[config.mk]
export PLATFORM = sky130hd
export DESIGN_NAME = fcm_port
export DESIGN_NICKNAME = d
export VERILOG_FILES = /design/src/include/fcm_pkg.sv /design/src/core/fcm_fifo.sv /design/src/core/fcm_port.sv
export SDC_FILE = /design/constraint.sdc
export NUM_CORES = 1
export LEC_CHECK = 0
export ABC_CLOCK_PERIOD_IN_PS = 6960
export BUFFER_PORTS_ARGS = -buffer_cell sky130_fd_sc_hd__buf_4
export CORE_MARGIN = 10
export CORE_UTILIZATION = 31
export CTS_CLUSTER_DIAMETER = 200
export DETAILED_ROUTE_END_ITERATION = 12
export PLACE_DENSITY = 0.48
export SYNTH_ARGS = -nofsm -noshare
export SYNTH_HDL_FRONTEND = slang
export SYNTH_HIERARCHICAL = 1
export SYNTH_SLANG_ARGS = --single-unit
[constraint.sdc]
create_clock -name mclk -period 6.96 [get_ports mclk]
set_clock_uncertainty 0.05 [all_clocks]
set_input_delay 2.088 -clock mclk [delete_from_list [all_inputs] [get_ports mclk]]
set_output_delay 2.088 -clock mclk [all_outputs]
set_load 0.02 [all_outputs]
[src/include/fcm_pkg.sv]
// Functional notes
// - each port instance owns an independent transmit-rate control function.
// - credit grows at a constant rate from committed rate, saturating at maximum.
// - idle ports keep accruing credit; each frame spends its whole length in credit as its first byte leaves.
// - with credit on hand, data flows as offered, capped by peak rate.
// - once credit runs out, forwarding is held to the committed rate.
// - long-term forwarded rate never exceeds the committed rate.
// - congestion is signalled by two header bits, forward and backward.
// - source congestion sets the forward bit on frames sent into the network.
// - source congestion also sets the backward bit on frames toward the user.
// - sink congestion sets the forward bit on frames delivered to the user.
// - sink congestion sets the backward bit on frames sent into the network.
package fcm_pkg;
   localparam int FCM_DATA_W = 8;
   localparam int FCM_LEN_W = 13;
   localparam int FCM_FIFO_DEPTH = 16;
   localparam int FCM_LVL_W = $clog2(FCM_FIFO_DEPTH) + 1;
   localparam int FCM_CRED_INT_W = 16;
   localparam int FCM_CRED_FRAC = 8;
   localparam int FCM_CRED_W = FCM_CRED_INT_W + FCM_CRED_FRAC;
   localparam int FCM_PIR_W = 8;
   localparam logic [FCM_CRED_W-1:0] FCM_CRED_RST = 24'h000000;
   localparam logic [FCM_PIR_W-1:0] FCM_PIR_RST = 8'h00;

   // one byte of a frame with its sideband; len/fecn/becn valid on first
   typedef struct packed {
      logic first;
      logic last;
      logic fecn;
      logic becn;
      logic [FCM_LEN_W-1:0] len;
      logic [FCM_DATA_W-1:0] data;
   } fcm_word_t;

   localparam int FCM_WORD_W = $bits(fcm_word_t);
   localparam fcm_word_t FCM_WORD_RST = '0;
endpackage

[src/core/fcm_fifo.sv]
`timescale 1ns/10ps
`default_nettype none
module fcm_fifo #(
   parameter int WIDTH = 25,
   parameter int DEPTH = 16
) (
   input wire logic mclk,
   input wire logic rst,
   input wire logic in_valid,
   input wire logic [WIDTH-1:0] in_data,
   output logic in_ready,
   output logic out_valid,
   output logic [WIDTH-1:0] out_data,
   input wire logic out_ready,
   output logic [$clog2(DEPTH):0] level
);
   localparam int AW = $clog2(DEPTH);

   // refused at elaboration: pointer wrap relies on a power-of-two depth
   if (DEPTH < 2 || (1 << AW) != DEPTH || WIDTH < 1) begin : g_bad_cfg
      $error("fcm_fifo: depth must be a power of two, at least 2");
   end

   logic [WIDTH-1:0] mem [DEPTH];
   logic [AW-1:0] wr_ptr_reg;
   logic [AW-1:0] rd_ptr_reg;
   logic [AW:0] cnt_reg;
   logic push;
   logic pop;

   assign in_ready = (cnt_reg != DEPTH[AW:0]);
   assign out_valid = (cnt_reg != '0);
   assign out_data = mem[rd_ptr_reg];
   assign level = cnt_reg;
   assign push = in_valid && in_ready;
   assign pop = out_valid && out_ready;

   always_ff @(posedge mclk) begin
      if (push) begin
         mem[wr_ptr_reg] <= in_data;
      end
   end

   always_ff @(posedge mclk or posedge rst) begin
      if (rst) begin
         wr_ptr_reg <= '0;
         rd_ptr_reg <= '0;
         cnt_reg <= '0;
      end else begin
         if (push) begin
            wr_ptr_reg <= wr_ptr_reg + 1'b1;
         end
         if (pop) begin
            rd_ptr_reg <= rd_ptr_reg + 1'b1;
         end
         if (push && !pop) begin
            cnt_reg <= cnt_reg + 1'b1;
         end else if (pop && !push) begin
            cnt_reg <= cnt_reg - 1'b1;
         end
      end
   end
endmodule
`default_nettype wire

[src/core/fcm_port.sv]
`timescale 1ns/10ps
`default_nettype none
// one instance per port; nothing is shared between instances
module fcm_port
   import fcm_pkg::*;
(
   input wire logic mclk,
   input wire logic rst,
   // user -> network
   input wire logic usr_rx_valid,
   input wire fcm_word_t usr_rx_word,
   output logic usr_rx_ready,
   output logic net_tx_valid,
   output fcm_word_t net_tx_word,
   input wire logic net_tx_ready,
   // network -> user
   input wire logic net_rx_valid,
   input wire fcm_word_t net_rx_word,
   output logic net_rx_ready,
   output logic usr_tx_valid,
   output fcm_word_t usr_tx_word,
   input wire logic usr_tx_ready,
   // configuration
   input wire logic [FCM_CRED_W-1:0] cir_inc,
   input wire logic [FCM_CRED_INT_W-1:0] credit_max,
   input wire logic [FCM_PIR_W-1:0] pir_gap,
   input wire logic [FCM_LVL_W-1:0] ing_thresh,
   input wire logic [FCM_LVL_W-1:0] eg_thresh,
   // status
   output logic ing_cong,
   output logic eg_cong,
   output logic [FCM_CRED_INT_W-1:0] credit_bytes
);
   fcm_word_t ing_head;
   fcm_word_t eg_head;
   logic ing_valid;
   logic eg_valid;
   logic ing_pop;
   logic eg_pop;
   logic ing_rdy_int;
   logic [FCM_LVL_W-1:0] ing_level;
   logic [FCM_LVL_W-1:0] eg_level;

   fcm_fifo #(.WIDTH(FCM_WORD_W), .DEPTH(FCM_FIFO_DEPTH)) u_ing_fifo (
      .mclk(mclk),
      .rst(rst),
      .in_valid(usr_rx_valid),
      .in_data(usr_rx_word),
      .in_ready(ing_rdy_int),
      .out_valid(ing_valid),
      .out_data(ing_head),
      .out_ready(ing_pop),
      .level(ing_level)
   );

   fcm_fifo #(.WIDTH(FCM_WORD_W), .DEPTH(FCM_FIFO_DEPTH)) u_eg_fifo (
      .mclk(mclk),
      .rst(rst),
      .in_valid(net_rx_valid),
      .in_data(net_rx_word),
      .in_ready(net_rx_ready),
      .out_valid(eg_valid),
      .out_data(eg_head),
      .out_ready(eg_pop),
      .level(eg_level)
   );

   assign usr_rx_ready = ing_rdy_int;

   // congestion flags, registered so marking uses a stable view
   logic ing_cong_reg;
   logic eg_cong_reg;

   always_ff @(posedge mclk or posedge rst) begin
      if (rst) begin
         ing_cong_reg <= 1'b0;
         eg_cong_reg <= 1'b0;
      end else begin
         ing_cong_reg <= (ing_level >= ing_thresh);
         eg_cong_reg <= (eg_level >= eg_thresh);
      end
   end

   assign ing_cong = ing_cong_reg;
   assign eg_cong = eg_cong_reg;

   // credit bucket in fixed point bytes
   logic [FCM_CRED_W-1:0] credit_reg;
   logic [FCM_CRED_W-1:0] credit_next;
   logic [FCM_CRED_W:0] cred_sum;
   logic [FCM_CRED_W-1:0] cred_cap;
   logic [FCM_CRED_W-1:0] frame_cost;
   logic credit_ok;
   logic spend;

   assign cred_cap = {credit_max, {FCM_CRED_FRAC{1'b0}}};
   assign frame_cost = {{(FCM_CRED_INT_W - FCM_LEN_W){1'b0}}, ing_head.len,
      {FCM_CRED_FRAC{1'b0}}};
   // whole frame must be covered before its first byte leaves
   assign credit_ok = (credit_reg >= frame_cost);
   assign spend = ing_pop && ing_head.first;

   always_comb begin
      // spend only happens when balance covers cost, so no underflow
      cred_sum = {1'b0, credit_reg} + {1'b0, cir_inc};
      if (spend) begin
         cred_sum = cred_sum - {1'b0, frame_cost};
      end
      if (cred_sum > {1'b0, cred_cap}) begin
         credit_next = cred_cap;
      end else begin
         credit_next = cred_sum[FCM_CRED_W-1:0];
      end
   end

   always_ff @(posedge mclk or posedge rst) begin
      if (rst) begin
         credit_reg <= FCM_CRED_RST;
      end else begin
         credit_reg <= credit_next;
      end
   end

   // status view of the whole-byte balance
   logic [FCM_CRED_INT_W-1:0] credit_bytes_reg;

   always_ff @(posedge mclk or posedge rst) begin
      if (rst) begin
         credit_bytes_reg <= '0;
      end else begin
         credit_bytes_reg <= credit_next[FCM_CRED_W-1:FCM_CRED_FRAC];
      end
   end

   assign credit_bytes = credit_bytes_reg;

   // peak-rate spacing: one byte per pir_gap+1 cycles at most
   logic [FCM_PIR_W-1:0] pir_cnt_reg;
   logic pir_ok;

   assign pir_ok = (pir_cnt_reg == '0);

   always_ff @(posedge mclk or posedge rst) begin
      if (rst) begin
         pir_cnt_reg <= FCM_PIR_RST;
      end else if (ing_pop) begin
         pir_cnt_reg <= pir_gap;
      end else if (!pir_ok) begin
         pir_cnt_reg <= pir_cnt_reg - 1'b1;
      end
   end

   // toward network: gated by peak spacing and, at frame start, by credit
   logic net_tx_valid_reg;
   fcm_word_t net_tx_word_reg;

   // mid-frame bytes are not gated by credit: the cost was paid up front
   assign ing_pop = ing_valid && (!net_tx_valid_reg || net_tx_ready) &&
      pir_ok && (!ing_head.first || credit_ok);

   always_ff @(posedge mclk or posedge rst) begin
      if (rst) begin
         net_tx_valid_reg <= 1'b0;
         net_tx_word_reg <= FCM_WORD_RST;
      end else if (ing_pop) begin
         net_tx_valid_reg <= 1'b1;
         net_tx_word_reg <= ing_head;
         if (ing_head.first) begin
            net_tx_word_reg.fecn <= ing_head.fecn | ing_cong_reg;
            net_tx_word_reg.becn <= ing_head.becn | eg_cong_reg;
         end
      end else if (net_tx_ready) begin
         net_tx_valid_reg <= 1'b0;
      end
   end

   assign net_tx_valid = net_tx_valid_reg;
   assign net_tx_word = net_tx_word_reg;

   // toward user: no rate control, only marking
   logic usr_tx_valid_reg;
   fcm_word_t usr_tx_word_reg;

   assign eg_pop = eg_valid && (!usr_tx_valid_reg || usr_tx_ready);

   always_ff @(posedge mclk or posedge rst) begin
      if (rst) begin
         usr_tx_valid_reg <= 1'b0;
         usr_tx_word_reg <= FCM_WORD_RST;
      end else if (eg_pop) begin
         usr_tx_valid_reg <= 1'b1;
         usr_tx_word_reg <= eg_head;
         if (eg_head.first) begin
            usr_tx_word_reg.fecn <= eg_head.fecn | eg_cong_reg;
            usr_tx_word_reg.becn <= eg_head.becn | ing_cong_reg;
         end
      end else if (usr_tx_ready) begin
         usr_tx_valid_reg <= 1'b0;
      end
   end

   assign usr_tx_valid = usr_tx_valid_reg;
   assign usr_tx_word = usr_tx_word_reg;
endmodule
`default_nettype wire

== After elaboration in Yosys (flattened, before gate mapping) ==
Memory sizes are Yosys's and may differ from the RTL's.
Index checks and enable logic that the tools add are counted.

* Register bits after elaboration: 128
* Memory bits (writable): 800
* Input bits: 114
* Output and inout port bits: 72
* Word-level logic and storage cells: 97
* Memories: 2

* Add/sub/neg operators: 11
* $lt $le $gt $ge: 4
* Equality and inequality tests: 3
* Multiplexer cells: 18
* Bitwise logic cells: 4
* Reductions and logical operators: 30

{| class="wikitable"
|+ Memory list
! memory !! depth !! width !! rd ports !! clocked after memory_dff !! wr ports !! line !! source
|-
| u_eg_fifo.mem || 16 || 25 || 1 || 0 || 1 || fcm_fifo.sv:24 || <nowiki>logic [WIDTH-1:0] mem [DEPTH];</nowiki>
|-
| u_ing_fifo.mem || 16 || 25 || 1 || 0 || 1 || fcm_fifo.sv:24 ||
|}

{| class="wikitable"
|+ Operator list
! kind !! number
|-
| adder 24 x 24 -> 25 bit || 1
|-
| > comparator 25 x 24 -> 1 bit || 1
|-
| two-way mux 25 bit || 1
|-
| subtractor 25 x 21 -> 25 bit || 1
|-
| greater-or-equal comparator 24 x 21 -> 1 bit || 1
|-
| two-way mux 24 bit || 1
|-
| two-way mux 5 bit || 4
|-
| adder 4 x 1 -> 4 bit, second input constant || 4
|-
| two-way mux 8 bit || 2
|-
| logical AND 1 bit || 13
|-
| adder 5 x 1 -> 5 bit, second input constant || 2
|-
| greater-or-equal comparator 5 bit || 2
|-
| inequality test 5 bit, second input constant || 2
|-
| nonzero test 5 bit || 2
|-
| subtractor 5 x 1 -> 5 bit, second input constant || 2
|-
| logical NOT 8 bit || 1
|-
| two-way mux 1 bit || 8
|-
| nonzero test 2 bit || 4
|-
| subtractor 8 x 1 -> 8 bit, second input constant || 1
|-
| logical NOT 1 bit || 7
|-
| two-way mux 2 bit || 2
|-
| OR 1 bit || 4
|-
| logical OR 1 bit || 3
|-
| inequality test 2 bit, second input constant || 1
|}

== Longest topological paths before layout ==
* Word-level depth: 9
* Depth in mapped cells: 30
* Depth with buffers taken out: 27

== Hierarchy ==
The synthesis kept the hierarchy.

{| class="wikitable"
|+ Modules (own cells, without submodules)
! module !! instances !! cells each !! area each (sq um) !! seq. area each (sq um)
|-
| fcm_fifo at u_eg_fifo || 1 || 807 || 16,111.7 || 12,336.8
|-
| fcm_fifo at u_ing_fifo || 1 || 807 || 16,082.9 || 12,336.8
|-
| fcm_port || 1 || 712 || 6,486.2 || 2,152.1
|}

== Worst setup path before layout ==
Ideal clock, no wire load.

* Path type: input -> register
* Start: input cir_inc[0]
* End: register credit_bytes_reg[11], in the netlist credit_bytes[11]
* Library setup time: 125 ps
* Arrival: 7,647 ps
* Data required time: 6,785 ps
* Slack: -863 ps
* Stages: 28
* Path buffers: 1
* Cell sequence: ha_1 > fa_1 > a21o_1 > nand4_1 > nand4_1 > a21oi_1 > o21ai_0 > a31oi_1 > o21ai_0 > xor2_1 > ha_1 > o21a_1 > o21a_1 > o21ai_0 > a21oi_1 > nor3_1 > xor2_1 > ha_1 > nand4_1 > nor4b_1 > nand2_1 > nor4_1 > nand4_1 > o21ai_0 > or4b_4 > nand2_2 > buf_6 > mux2_4

* Longest elaborated chain between the ends: 5

{| class="wikitable"
|+ Ends and longest elaborated chain
! item !! line !! source
|-
| start: declaration || fcm_port.sv:24 || <nowiki>input wire logic [FCM_CRED_W-1:0] cir_inc,</nowiki>
|-
| adder 24 x 24 -> 25 bit * || fcm_port.sv:105 || <nowiki>cred_sum = {1'b0, credit_reg} + {1'b0, cir_inc};</nowiki>
|-
| subtractor 25 x 21 -> 25 bit || fcm_port.sv:107 || <nowiki>cred_sum = cred_sum - {1'b0, frame_cost};</nowiki>
|-
| two-way mux 25 bit * || fcm_port.sv:106 || <nowiki>if (spend) begin</nowiki>
|-
| > comparator 25 x 24 -> 1 bit || fcm_port.sv:109 || <nowiki>if (cred_sum > {1'b0, cred_cap}) begin</nowiki>
|-
| two-way mux 24 bit * || fcm_port.sv:109 ||
|-
| via credit_next[19] || fcm_port.sv:89 || <nowiki>logic [FCM_CRED_W-1:0] credit_next;</nowiki>
|-
| end signal: assignment || fcm_port.sv:131 || <nowiki>credit_bytes_reg <= credit_next[FCM_CRED_W-1:FCM_CRED_FRAC];</nowiki>
|-
| end: declaration || fcm_port.sv:125 || <nowiki>logic [FCM_CRED_INT_W-1:0] credit_bytes_reg;</nowiki>
|}

The timed path passes the listed nets; every way through them passes the cells marked *.
A chain may end at the register's enable or synchronous reset.

== Worst setup path in the final report ==
* Start: input cir_inc[0]
* End: register credit_bytes_reg[12], in the netlist credit_bytes[12]

Same word-level chain as after synthesis.

==> flow_summary.ini <==
[clocking]
cts_made_buffers = 100
clock_path_buffers = 3
hold_buffers = 0
cts_num_sinks = 912
clock_latency_ns = 0.70
htree_levels = 3
cts_tree = yes
cts_root_buffer = clkbuf_16
clkTransAtPathRegs_ns = 0.06

[critical_path]
cpPeakStageDelay_ns = 0.53
r2r_cells = 24
required_ns = 7.45
crit_fanout = 8
cp_slowest_cell = or4b_4
cp.arrival_ns = 7.88
reg2reg_slack_ns = -0.24
startpoint_type = input pin
rr_endpoint = credit_bytes[12]
rr_startpoint = u_ing_fifo/rd_ptr_reg[1]
crit_family = compound AO/OA/AOI/OAI gates
endpoint_kind = flop
crit_buf_inv = 4
worstSetupPathType = input pin to flop
cp_common_cell = a21o_1

[placement]
gp_congestion = 0.8336
post-dp-hpwl_um = 65360
io_buffers = 185
place_area_sq_um = 43080

[synth]
synth-seq-cells = 912
synthArstFlopShare_pct = 12.28
synth_commonest_cells = edfxtp_1, mux2i_1, nand2_1
yosysMostFrequentCell = edfxtp_1
syn_inst = 2326
synth_top_area_share_pct = 62.11
ys_warn_count = 6
synth_edf_count = 800
synth.net_count = 2539
yosysTopAreaCell = edfxtp_1
ys_top_cells_by_area = edfxtp_1, dfrtp_1, mux4_2, mux2i_1, ha_1
ys.flop_type = edfxtp_1
syn_area_sq_um = 38680
synth_cell_types = 66
ys_seq_area_share_pct = 69.35
avgSynthCellArea_sq_um = 16.63

[floorplanning]
num_io_pins = 186
die_w_um = 373.2
core_sq_um = 123800
num_rows = 129
die_h_um = 373.2
start_util_pct = 31.25
dieArea_sq_um = 139300

[sta]
whs_ns = 0.4334
fin_crit_sh_pct = 106.2
maxSlewHeadroom_pct = 36.83
setup_violations = 24
finalMaxSlewViolations = 0
fin_tns_setup_ns = -7.620
layout_setup_ws_ns = -0.4301
period_needed_ns = 7.390
worstMarginPinSlew_ns = 0.9476
finalHoldViolCount = 0
fmax_mhz = 135.3
rsz0062_at_grt = yes

[drt]
vias_per_cell = 4.996
routedWlPerCell_um = 24.27
first_pass_iters = 5
routed_wl_um = 107200
drc = 0
vias = 22070
drt_iter0_drc = 1626
ant_nets = 0

[grt]
grt.total_usage_pct = 14.91
grt_max_degree = 77
overflow = 0
antenna_found_initial = 8
grt_first_pass_wirelength_um = 156600
first_global_vias = 22980

[layout]
design_area_sq_um = 46680
area_growth_pct = 20.69
fill_cells = 11460
nets = 2907
diodes = 0
reg_top3 = u_eg_fifo/mem (400), u_ing_fifo/mem (400)
layout-drive-gt1-share_pct = 28.24

[power_and_ir_drop]
ir_drop_mv = 0.2514
fin_total_pwr_w = 0.01874
p_leak_nw = 16.57
power.density_nw_per_um2 = 401.3

[status]
violations = negative setup slack
outcome = complete, but fails checks

[min_path]
min_path_type = flop to flop
holdPathEnd = net_tx_word[4]
hp-start = net_tx_word[4]
hold_depth = 2

[run]
cap_violations = 0
-- stage by stage --
stage | util (%) | worst slack, ns | std cells
final | 37.71 | -0.4301 | 4417
after global routing | 37.71 | -0.6354 | 4417
after CTS | 37.57 | -0.3640 | 4412
after detailed placement | 34.80 | -1.126 | 4208
after global placement | 34.80 | -1.061 | 4208
after floorplan | - | -0.3773 | 2326
-- worst max path at each step --
stage | startpoint | endpoint | slack [ns] | cells after the start
CTS | cir_inc[0] | credit_bytes[12] | -0.36 | 29
global route | cir_inc[4] | credit_bytes[12] | -0.64 | 30
global placement | cir_inc[0] | credit_bytes[4] | -1.06 | 29
finish | cir_inc[0] | credit_bytes[12] | -0.43 | 30
detailed placement | cir_inc[0] | credit_bytes[6] | -1.13 | 29
floorplan | cir_inc[0] | credit_bytes[10] | -0.38 | 28
-- cell usage in the layout, fill, tap and decap left out, drive strengths merged, types with 5 or more instances in the layout --
cell	synthesis	final
edfxtp	800	800
clkinv	2	42
nor2b	10	10
nand2b	20	20
o211ai	6	6
clkbuf	45	132
mux4	100	100
nor2	54	54
nand3	7	7
a221oi	100	100
nand2	172	172
a31oi	7	7
o21ai	113	113
nor4	8	8
inv	66	72
a211oi	5	5
ha	95	95
and2	10	10
nand4	14	14
a22oi	51	51
xor2	19	19
a21o	23	23
o21a	9	9
nor3	14	14
bufinv	0	7
a21oi	48	48
xnor2	37	37
buf	82	392
mux2i	208	208
mux2	45	45
dfrtp	112	112
-- timing repair --
item	CTS	global route
gates resized for setup	8	23
gates cloned	0	1
endpoints found under the setup margin	24	24
setup buffers	16	4
pin swaps	15	16
-- area by class of cell --
class                   count  area (sq um)  area share [%]
flip-flops and latches    912         26840           57.49
multi-input cells        1219         11200           23.99
repair buffers            393          3067           6.569
clock buffers             131          2689           5.760
well taps                1637          2048           4.388
clock inverters            57         583.1           1.249
inverters                  68         257.7          0.5521
-- tightest hold or removal path: cells and delay by family (launching register included) --
family           cells  cell delay (ns)
flip-flops           1             0.35
AND/OR/NAND/NOR      2             0.10
-- power breakdown --
group	leakage, nW	switching (W)	internal (W)	total (W)
Clock	1.59	0.00220	0.00301	0.00521
Combinational	6.38	0.00341	0.00297	0.00638
Sequential	8.61	0.000482	0.00666	0.00714
Total	16.6	0.00610	0.0126	0.0187
-- cells by family after synthesis --
logic type	count (synthesis)	share of synthesized area, %
DFF	912	69.35
AOI/OAI and AO/OA	383	6.867
muxes	353	12.65
and+or+nand+nor	328	3.953
buffers and inverters	195	2.630
adders and majority gates	99	3.280
xor gates and xnor gates	56	1.268
-- per-layer routing --
layer  wire (um)  part of all wire, %  vias to the layer above  track usage, %
li1            -                    -                     9913               -
met1       47600                   44                    11540           19.53
met2       52370                   49                      456           25.36
met3        5199                  4.8                      143           2.951
met4        1970                  1.8                       12           3.380
met5          75                0.070                        -               0
No activity file was read; power rests on OpenSTA's default activity.
